--- config.mk ---
export PLATFORM = sky130hd
export DESIGN_NAME = iptc_top
export DESIGN_NICKNAME = d
export VERILOG_FILES = /design/src/iptc_pkg.sv /design/src/iptc_top.sv
export SDC_FILE = /design/constraint.sdc
export NUM_CORES = 1
export LEC_CHECK = 0
export BUFFER_PORTS_ARGS = -buffer_cell sky130_fd_sc_hd__buf_2
export CORE_UTILIZATION = 47
export CTS_CLUSTER_DIAMETER = 80
export DETAILED_ROUTE_END_ITERATION = 10
export PLACE_DENSITY = 0.67
export SLEW_MARGIN = 20
export SYNTH_ARGS = -nofsm -noshare
export SYNTH_HDL_FRONTEND = slang
export SYNTH_SLANG_ARGS = --single-unit
--- constraint.sdc ---
create_clock -name pclk -period 30.1 [get_ports pclk]
set_clock_uncertainty 0.05 [all_clocks]
set_input_delay 4.515 -clock pclk [delete_from_list [all_inputs] [get_ports pclk]]
set_output_delay 4.515 -clock pclk [all_outputs]
set_load 0.02 [all_outputs]
--- src/iptc_pkg.sv ---
// package: constants and types for the interrupt priority and trap controller
package iptc_pkg;
  localparam int ADDR_W = 12;
  localparam int NUM_SRC = 16;
  localparam int NUM_EXT = 5;
  localparam int PRIO_W = 3;
  localparam int LVL_W = 4;
  localparam int VEC_W = 7;
  // register byte offsets
  localparam logic [11:0] OFS_STATUS = 12'h000;
  localparam logic [11:0] OFS_CORE = 12'h004;
  localparam logic [11:0] OFS_CTL1 = 12'h008;
  localparam logic [11:0] OFS_CTL2 = 12'h00C;
  localparam logic [11:0] OFS_FLAG = 12'h010;
  localparam logic [11:0] OFS_ENABLE = 12'h014;
  localparam logic [11:0] OFS_PRIO0 = 12'h018;
  localparam logic [11:0] OFS_PRIO1 = 12'h01C;
  localparam logic [11:0] OFS_PRIO2 = 12'h020;
  localparam logic [11:0] OFS_PRIO3 = 12'h024;
  localparam logic [11:0] OFS_LATCH = 12'h028;
  // field positions
  localparam int STAT_PRIO_LSB = 5;
  localparam int CORE_TOP_BIT = 3;
  localparam int C1_NEST_DIS = 15;
  localparam int C1_OVA = 14;
  localparam int C1_OVB = 13;
  localparam int C1_COVA = 12;
  localparam int C1_COVB = 11;
  localparam int C1_OVA_EN = 10;
  localparam int C1_OVB_EN = 9;
  localparam int C1_COV_EN = 8;
  localparam int C1_SHIFT = 7;
  localparam int C1_DIV = 6;
  localparam int C1_DMA = 5;
  localparam int C1_MATH = 4;
  localparam int C1_ADDR = 3;
  localparam int C1_STACK = 2;
  localparam int C1_OSC = 1;
  localparam int C2_ALT_TABLE = 15;
  localparam int LATCH_LVL_LSB = 8;
  localparam int SRC_PER_PRIO_REG = 4;
  localparam int PRIO_FIELD_STRIDE = 4;
  // reset values and fixed codes
  localparam logic [15:0] CTL1_RESET = 16'h0000;
  localparam logic [15:0] CTL2_RESET = 16'h0000;
  localparam logic [15:0] CTL1_WMASK = 16'hFFFE;
  localparam logic [15:0] CTL2_WMASK = 16'h801F;
  localparam logic [2:0] PRIO_LOW_MAX = 3'h7;
  localparam logic [6:0] FIRST_USER_VECTOR = 7'h08;

  typedef struct packed {
    logic acc_a_ovf;
    logic acc_b_ovf;
    logic acc_a_cat;
    logic acc_b_cat;
    logic shift_err;
    logic div_zero;
    logic dma_err;
    logic addr_err;
    logic stack_err;
    logic osc_fail;
  } iptc_trap_ev_t;
endpackage

--- src/iptc_top.sv ---
// module: interrupt priority selection, trap status and their registers over apb
//
// The APB interface to the registers and the placing of the registers were left to the implementer.
`timescale 1ns/1ps

// How it works
// (RQ1) each source has a request flag set by hardware, cleared only by software
// (RQ2) each source has an enable bit; disabled sources never interrupt the core
// (RQ3) each user source takes one of eight priority levels from its field
// (RQ4) selected vector number and its level latch into a readable register
// (RQ5) latched level equals the programmed priority of the selected source
// (RQ6) sources map to flag, enable and priority bits in natural order
// (RQ7) low three cpu priority bits sit in status bits 7..5, software writable
// (RQ8) top cpu priority bit sits in core control bit 3, read-only
// (RQ9) cpu level is top bit joined to low bits; top set blocks user interrupts
// (RQ10) low field 111 means level 7 or 15, all user interrupts blocked
// (RQ11) low priority field is read-only while nesting disable is set
// (RQ12) control one bit 15 set disables nesting, clear allows it
// (RQ13) bits 14 and 13 flag accumulator a and b overflow traps
// (RQ14) bits 12 and 11 flag catastrophic overflow of accumulator a and b
// (RQ15) overflow traps need bits 10 or 9; bit 8 enables catastrophic traps
// (RQ16) bit 7 flags a math trap from an invalid accumulator shift
// (RQ17) bit 6 flags a math trap from divide by zero
// (RQ18) bit 5 flags a dma controller error trap, clear otherwise
// (RQ19) bit 4 flags any math error trap
// (RQ20) control two holds external edge polarity and alternate table select
// (RQ21) bits 3, 2, 1 flag address, stack, oscillator traps; bit 0 reads zero
// (RQ22) control two bit 15 selects the alternate vector table
// (RQ23) external polarity bit one detects falling edge, zero rising edge
// (RQ24) request goes to the core only when priority exceeds cpu level
module iptc_top (
  input wire logic pclk, // system clock
  input wire logic presetn, // asynchronous reset, active low
  input wire logic psel, // apb select
  input wire logic penable, // apb enable
  input wire logic pwrite, // apb direction
  input wire logic [iptc_pkg::ADDR_W-1:0] paddr, // apb byte address
  input wire logic [31:0] pwdata, // apb write data
  output logic [31:0] prdata, // apb read data
  output logic pready, // apb ready
  output logic pslverr, // apb error on unmapped address
  input wire logic [iptc_pkg::NUM_EXT-1:0] ext_irq, // external interrupt pins
  input wire logic [iptc_pkg::NUM_SRC-1:0] periph_irq, // peripheral request pulses
  input wire iptc_pkg::iptc_trap_ev_t trap_ev, // trap event pulses from the core
  input wire logic irq_ack, // core takes the presented interrupt
  input wire logic trap_return, // core leaves trap level
  output logic irq_req, // interrupt presented to the core
  output logic [iptc_pkg::VEC_W-1:0] irq_vector, // vector of presented interrupt
  output logic [iptc_pkg::LVL_W-1:0] irq_level, // level of presented interrupt
  output logic trap_req, // a trap was taken this cycle
  output logic alt_table // alternate vector table in use
);
  import iptc_pkg::*;

  logic [PRIO_W-1:0] cpu_priority_low;
  logic cpu_priority_top;
  logic [15:0] interrupt_control_one;
  logic [15:0] interrupt_control_two;
  logic [NUM_SRC-1:0] request_flag_reg;
  logic [NUM_SRC-1:0] source_enable_reg;
  logic [PRIO_W-1:0] source_priority [NUM_SRC];
  logic [VEC_W-1:0] pending_vector_number;
  logic [LVL_W-1:0] pending_level;
  logic [NUM_EXT-1:0] ext_meta;
  logic [NUM_EXT-1:0] ext_sync;
  logic [NUM_EXT-1:0] ext_prev;

  // apb decode
  wire wr_en = psel & penable & pwrite & pready;
  wire setup = psel & ~penable;
  wire hit_status = paddr == OFS_STATUS;
  wire hit_core = paddr == OFS_CORE;
  wire hit_ctl1 = paddr == OFS_CTL1;
  wire hit_ctl2 = paddr == OFS_CTL2;
  wire hit_flag = paddr == OFS_FLAG;
  wire hit_enable = paddr == OFS_ENABLE;
  wire hit_prio0 = paddr == OFS_PRIO0;
  wire hit_prio1 = paddr == OFS_PRIO1;
  wire hit_prio2 = paddr == OFS_PRIO2;
  wire hit_prio3 = paddr == OFS_PRIO3;
  wire hit_latch = paddr == OFS_LATCH;
  wire hit_prio = hit_prio0 | hit_prio1 | hit_prio2 | hit_prio3;
  wire mapped = hit_status | hit_core | hit_ctl1 | hit_ctl2 | hit_flag | hit_enable
    | hit_prio | hit_latch;
  wire [1:0] prio_reg_sel = {hit_prio2 | hit_prio3, hit_prio1 | hit_prio3};
  wire nest_disabled = interrupt_control_one[C1_NEST_DIS];

  // (RQ23) edge detect on synchronised external pins, polarity per pin
  wire [NUM_EXT-1:0] ext_pol = interrupt_control_two[NUM_EXT-1:0];
  wire [NUM_EXT-1:0] ext_edge = (ext_pol & ext_prev & ~ext_sync)
    | (~ext_pol & ~ext_prev & ext_sync);

  // (RQ6) external pins land on the lowest flag positions
  wire [NUM_SRC-1:0] src_set = periph_irq | {{(NUM_SRC-NUM_EXT){1'b0}}, ext_edge};

  // (RQ9) four-bit cpu level from top bit and low field
  wire [LVL_W-1:0] cpu_level = {cpu_priority_top, cpu_priority_low};

  // (RQ24) pick the eligible source with the highest priority, lowest index on ties
  logic [NUM_SRC-1:0] eligible;
  logic best_found;
  logic [3:0] best_idx;
  logic [PRIO_W-1:0] best_prio;
  always_comb begin
    best_found = 1'b0;
    best_idx = 4'h0;
    best_prio = 3'h0;
    for (int i = 0; i < NUM_SRC; i++) begin
      // (RQ2) enable gates each flag
      // (RQ10) low field 111 leaves no user level above it
      eligible[i] = request_flag_reg[i] & source_enable_reg[i]
        & ({1'b0, source_priority[i]} > cpu_level);
      if (eligible[i] && (!best_found || source_priority[i] > best_prio)) begin
        best_found = 1'b1;
        best_idx = 4'(i);
        best_prio = source_priority[i];
      end
    end
  end
  wire [VEC_W-1:0] best_vector = FIRST_USER_VECTOR + {3'h0, best_idx};
  wire take_irq = irq_ack & irq_req;

  // trap conditions
  // (RQ15) overflow traps gated by their own enables, catastrophic by a shared one
  wire ova_trap = trap_ev.acc_a_ovf & interrupt_control_one[C1_OVA_EN];
  wire ovb_trap = trap_ev.acc_b_ovf & interrupt_control_one[C1_OVB_EN];
  wire cova_trap = trap_ev.acc_a_cat & interrupt_control_one[C1_COV_EN];
  wire covb_trap = trap_ev.acc_b_cat & interrupt_control_one[C1_COV_EN];
  // (RQ19) any arithmetic cause is a math error trap
  wire math_trap = ova_trap | ovb_trap | cova_trap | covb_trap
    | trap_ev.shift_err | trap_ev.div_zero;
  wire any_trap = math_trap | trap_ev.dma_err | trap_ev.addr_err
    | trap_ev.stack_err | trap_ev.osc_fail;

  logic [15:0] ctl1_set;
  always_comb begin
    ctl1_set = 16'h0000;
    // (RQ13) accumulator overflow causes
    ctl1_set[C1_OVA] = ova_trap;
    ctl1_set[C1_OVB] = ovb_trap;
    // (RQ14) catastrophic overflow causes
    ctl1_set[C1_COVA] = cova_trap;
    ctl1_set[C1_COVB] = covb_trap;
    // (RQ16) invalid shift cause
    ctl1_set[C1_SHIFT] = trap_ev.shift_err;
    // (RQ17) divide by zero cause
    ctl1_set[C1_DIV] = trap_ev.div_zero;
    // (RQ18) dma controller error
    ctl1_set[C1_DMA] = trap_ev.dma_err;
    ctl1_set[C1_MATH] = math_trap;
    // (RQ21) address, stack and oscillator traps
    ctl1_set[C1_ADDR] = trap_ev.addr_err;
    ctl1_set[C1_STACK] = trap_ev.stack_err;
    ctl1_set[C1_OSC] = trap_ev.osc_fail;
  end

  // software writes, hardware sets win over a cleared bit in the same cycle
  wire [15:0] ctl1_wr = wr_en && hit_ctl1 ? pwdata[15:0] & CTL1_WMASK : interrupt_control_one;
  wire [15:0] next_ctl1 = ctl1_wr | ctl1_set;
  // (RQ20) control two keeps only polarity and table select
  wire [15:0] next_ctl2 = wr_en && hit_ctl2 ? pwdata[15:0] & CTL2_WMASK
    : interrupt_control_two;
  // (RQ1) flags set by sources, cleared only through a register write
  wire [NUM_SRC-1:0] next_flag = (wr_en && hit_flag ? pwdata[NUM_SRC-1:0]
    : request_flag_reg) | src_set;
  wire [NUM_SRC-1:0] next_enable = wr_en && hit_enable ? pwdata[NUM_SRC-1:0]
    : source_enable_reg;

  // (RQ7) software may rewrite the low field; (RQ11) not while nesting is disabled
  wire sw_prio_wr = wr_en & hit_status & ~nest_disabled;
  logic [PRIO_W-1:0] next_prio_low;
  always_comb begin
    next_prio_low = cpu_priority_low;
    if (sw_prio_wr) begin
      next_prio_low = pwdata[STAT_PRIO_LSB +: PRIO_W];
    end
    // (RQ12) taken interrupt raises the level; nesting disabled forces the maximum
    if (take_irq) begin
      next_prio_low = nest_disabled ? PRIO_LOW_MAX : irq_level[PRIO_W-1:0];
    end
  end

  // (RQ8) top bit follows trap entry and exit only, never software
  wire next_top = any_trap | (cpu_priority_top & ~trap_return);

  // read mux
  logic [15:0] rd_word;
  always_comb begin
    rd_word = 16'h0000;
    if (hit_status) begin
      rd_word[STAT_PRIO_LSB +: PRIO_W] = cpu_priority_low;
    end
    if (hit_core) begin
      rd_word[CORE_TOP_BIT] = cpu_priority_top;
    end
    if (hit_ctl1) begin
      rd_word = interrupt_control_one;
    end
    if (hit_ctl2) begin
      rd_word = interrupt_control_two;
    end
    if (hit_flag) begin
      rd_word = request_flag_reg;
    end
    if (hit_enable) begin
      rd_word = source_enable_reg;
    end
    if (hit_prio) begin
      for (int k = 0; k < SRC_PER_PRIO_REG; k++) begin
        rd_word[k*PRIO_FIELD_STRIDE +: PRIO_W] =
          source_priority[{prio_reg_sel, 2'(k)}];
      end
    end
    // (RQ4) latch register shows vector and level
    if (hit_latch) begin
      rd_word[VEC_W-1:0] = pending_vector_number;
      rd_word[LATCH_LVL_LSB +: LVL_W] = pending_level;
    end
  end

  // external pin synchronisers
  always_ff @(posedge pclk or negedge presetn) begin
    if (!presetn) begin
      ext_meta <= '0;
      ext_sync <= '0;
      ext_prev <= '0;
    end else begin
      ext_meta <= ext_irq;
      ext_sync <= ext_meta;
      ext_prev <= ext_sync;
    end
  end

  // control and status registers
  always_ff @(posedge pclk or negedge presetn) begin
    if (!presetn) begin
      interrupt_control_one <= CTL1_RESET;
      interrupt_control_two <= CTL2_RESET;
      request_flag_reg <= '0;
      source_enable_reg <= '0;
      cpu_priority_low <= '0;
      cpu_priority_top <= 1'b0;
    end else begin
      interrupt_control_one <= next_ctl1;
      interrupt_control_two <= next_ctl2;
      request_flag_reg <= next_flag;
      source_enable_reg <= next_enable;
      cpu_priority_low <= next_prio_low;
      cpu_priority_top <= next_top;
    end
  end

  // (RQ3) per-source priority fields, four to a register word
  always_ff @(posedge pclk or negedge presetn) begin
    if (!presetn) begin
      for (int i = 0; i < NUM_SRC; i++) begin
        source_priority[i] <= '0;
      end
    end else if (wr_en && hit_prio) begin
      for (int k = 0; k < SRC_PER_PRIO_REG; k++) begin
        source_priority[{prio_reg_sel, 2'(k)}] <= pwdata[k*PRIO_FIELD_STRIDE +: PRIO_W];
      end
    end
  end

  // (RQ5) latch vector and priority of the selected source when the core takes it
  always_ff @(posedge pclk or negedge presetn) begin
    if (!presetn) begin
      pending_vector_number <= '0;
      pending_level <= '0;
    end else if (take_irq) begin
      pending_vector_number <= irq_vector;
      pending_level <= irq_level;
    end
  end

  // core-facing outputs
  always_ff @(posedge pclk or negedge presetn) begin
    if (!presetn) begin
      irq_req <= 1'b0;
      irq_vector <= '0;
      irq_level <= '0;
      trap_req <= 1'b0;
      alt_table <= 1'b0;
    end else begin
      // (RQ9) blocked while a trap level is active
      irq_req <= best_found & ~take_irq & ~next_top;
      irq_vector <= best_vector;
      irq_level <= {1'b0, best_prio};
      trap_req <= any_trap;
      // (RQ22) table select for vector fetch
      alt_table <= next_ctl2[C2_ALT_TABLE];
    end
  end

  // apb answer: ready in the first access cycle
  always_ff @(posedge pclk or negedge presetn) begin
    if (!presetn) begin
      pready <= 1'b0;
      pslverr <= 1'b0;
      prdata <= '0;
    end else begin
      pready <= setup;
      pslverr <= setup & ~mapped;
      prdata <= setup && !pwrite ? {16'h0000, rd_word} : 32'h0000_0000;
    end
  end
endmodule

==> impl_metrics.ini <==
[global_routing]
grt_pass1_wl_microns = 47600
grt.overflow.total = 0
grt_max_degree = 97
antenna_found_initial = 0
track_usage_pct = 28.8
grt_pass1_vias = 8134

[flow_run]
maxCapViolations = 0

[routing]
detail_route.wl_per_cell_microns = 21.2
drt_iter0_drc = 776
vias = 8601
routed_wl_microns = 30400
ant_nets = 0
vias_per_cell = 5.99
drt_pre_antenna_iters = 6
drc = 0

[clocking]
cts_root_buffer = clkbuf_16
numCtsBuffers = 17
htreeDepth = 4
cts_tree = yes
cts.sinks = 156
clkTransAtPathRegs_ps = 70
post_cts_resized = 0
hold_buffers = 0
clockBufferDepth = 2
clkLatencyLatePin_ps = 440
postCtsSetupRepairBufs = 0

[critical_path]
end_kind = register
crit_type = reg -> reg
crit_arrival_ps = 24230
crit_required_ps = 30430
crit_slowest_cell = o21bai_1
worst-path-max-fanout = 11
reg2reg_depth = 119
path_common_cell = ha_1
critPathMaxStageDelay_ps = 540
cp-start-kind = register

[yosys]
yosysTopAreaCell = dfrtp_1
synth_area_leaders = dfrtp_1 (39%), ha_1 (11%), mux2_2 (6.3%)
syn-mean-instance-area_sq_um = 9.60
netlist_area_sq_um = 10100
ys_ff_latch = 156
synth.distinct_cells = 87
synth_edf_count = 0
ys.warnings.count = 0
synth_async_sr_flop_share_pct = 100
ys_seq_area_share_pct = 38.7
synth_top_area_share_pct = 38.7
synthCells = 1051
synth_top_flop_cell = dfrtp_1

[hold_path]
min_path_type = reg -> reg
holdPathStages = 0

[cells_and_area]
regMostFlops = source_priority
drive_gt1_share_pct = 20.6
area_growth_pct = 13.3
final_common_cell = dfrtp_1
finalNetCount = 1316
largest_reg_flops = 48
final_cell_mix = dfrtp_1 (156), nand2_1 (149), buf_2 (93)
diodes = 0

[sta]
hold_viol = 0
drv_slew = 0
max_freq_ghz = 0.0418
tightest_slew_ps = 878
period_share_pct = 79.4
hold_ws_ps = 300
post-route-min-period_ps = 23900
setup-tns-final_ps = 0
slew_headroom_pct = 41.5
setup_viol = 0
rsz0062_at_grt = no

[floorplan]
dieArea_sq_um = 22000
rows = 53
die_height_microns = 148
initial_core_util_pct = 48.0
ios = 130
core_sq_um = 21000
die_x_microns = 148

[pwr]
p_leak_uw = 0.00531
clock_power_share_pct = 48.3
peakVddDrop_mv = 0.0423
intPower_uw = 327
p_comb_share_pct = 4.2
power.density_nw_per_um2 = 39.0
seqPwrFrac_pct = 47.5
switchingPower_uw = 118
swShare_pct = 26.5

[status]
status = complete, no violations

[place]
place.detailed.hpwl_microns = 22600
port_buffers = 94
place.gp.congestion = 0.887
## layout make-up
class	count	area [sq um]
timing repair buffer	105	559
fill	1894	9600
clock buffer	17	425
multi-input combinational	806	5790
inverter	61	229
sequential	156	3900
tap	275	344
clock inverter	15	175
## per-stage QoR
step	power, uW	area (sq um)	util (%)	setup WS [ps]	cells
after floorplan	223	10200	-	8960	1069
after global placement	234	10800	51.5	6590	1403
after detailed placement	234	10800	51.5	6380	1403
after CTS	448	11400	54.3	6270	1435
after global routing	458	11400	54.3	3880	1435
final	445	11400	54.3	6200	1435
## cell usage after synthesis, types with 3 or more instances
cell / instances
dfrtp_1: 156
nand4_1: 4
mux2i_1: 11
and2_1: 13
a222oi_1: 9
a31oi_2: 3
o221ai_1: 5
a21oi_1: 48
clkbuf_1: 23
a22o_1: 4
a22oi_1: 19
ha_1: 87
nor2b_1: 28
o21ai_1: 4
inv_1: 61
and3b_1: 3
and3_1: 8
o21a_1: 7
a311oi_1: 6
nand2b_1: 6
o22ai_1: 10
a211o_1: 14
nor2_1: 59
a31oi_1: 9
nand4b_1: 6
a211oi_1: 13
buf_4: 19
or2_2: 6
a21o_1: 11
a32oi_1: 3
or3_1: 8
nand2_1: 149
o21ai_0: 57
o21bai_1: 4
nand3_1: 21
mux2_2: 56
nor4_1: 7
a211oi_2: 3
nand3b_1: 13
nor3_1: 15
a221oi_1: 7
## metal layers
metal,track usage (%),share of wire (%)
met5,0,0
met4,10.5,3.3
met3,6.13,6.9
met2,43.5,45
met1,40.6,45
## critical path: cells and delay by family (launching register included)
kind | cells | cell delay (ps)
AO/OA/AOI/OAI | 54 | 10640
adder cells (fa/ha/maj) | 17 | 4680
buffers and inverters | 10 | 760
multiplexers | 3 | 900
flip-flops | 1 | 480
AND/OR/NAND/NOR | 35 | 6320
## power groups by stage
stage	Sequential, uW	Combinational, uW	Clock (uW)
global route	211	20.7	226
floorplan	216	7.02	0
finish	211	18.9	215
detailed placement	215	18.9	0
global placement	215	18.9	0
CTS	211	19.0	217
## cells by family after synthesis
family	after synthesis	synth area share, %
flip-flops	156	38.7
AO/OA/AOI/OAI	269	20.1
AND/OR/NAND/NOR	361	17.9
adder cells (fa/ha/maj)	88	10.9
other	1	0.0372
multiplexers	69	7.64
buffers and inverters	107	4.71
## path summary, 6_finish.rpt
path | from | to | slack (ps)
max in group asynchronous | presetn | source_priority[31] | 24570
min in group asynchronous | presetn | ext_meta[4] | 4090
worst min register to register | ext_meta[0] | ext_sync[0] | 300
worst min-delay path | ext_meta[0] | ext_sync[0] | 300
worst max-delay path | source_priority[47] | irq_vector[3] | 6200
worst max register to register | source_priority[47] | irq_vector[3] | 6200
No activity file was read; power rests on OpenSTA's default activity.
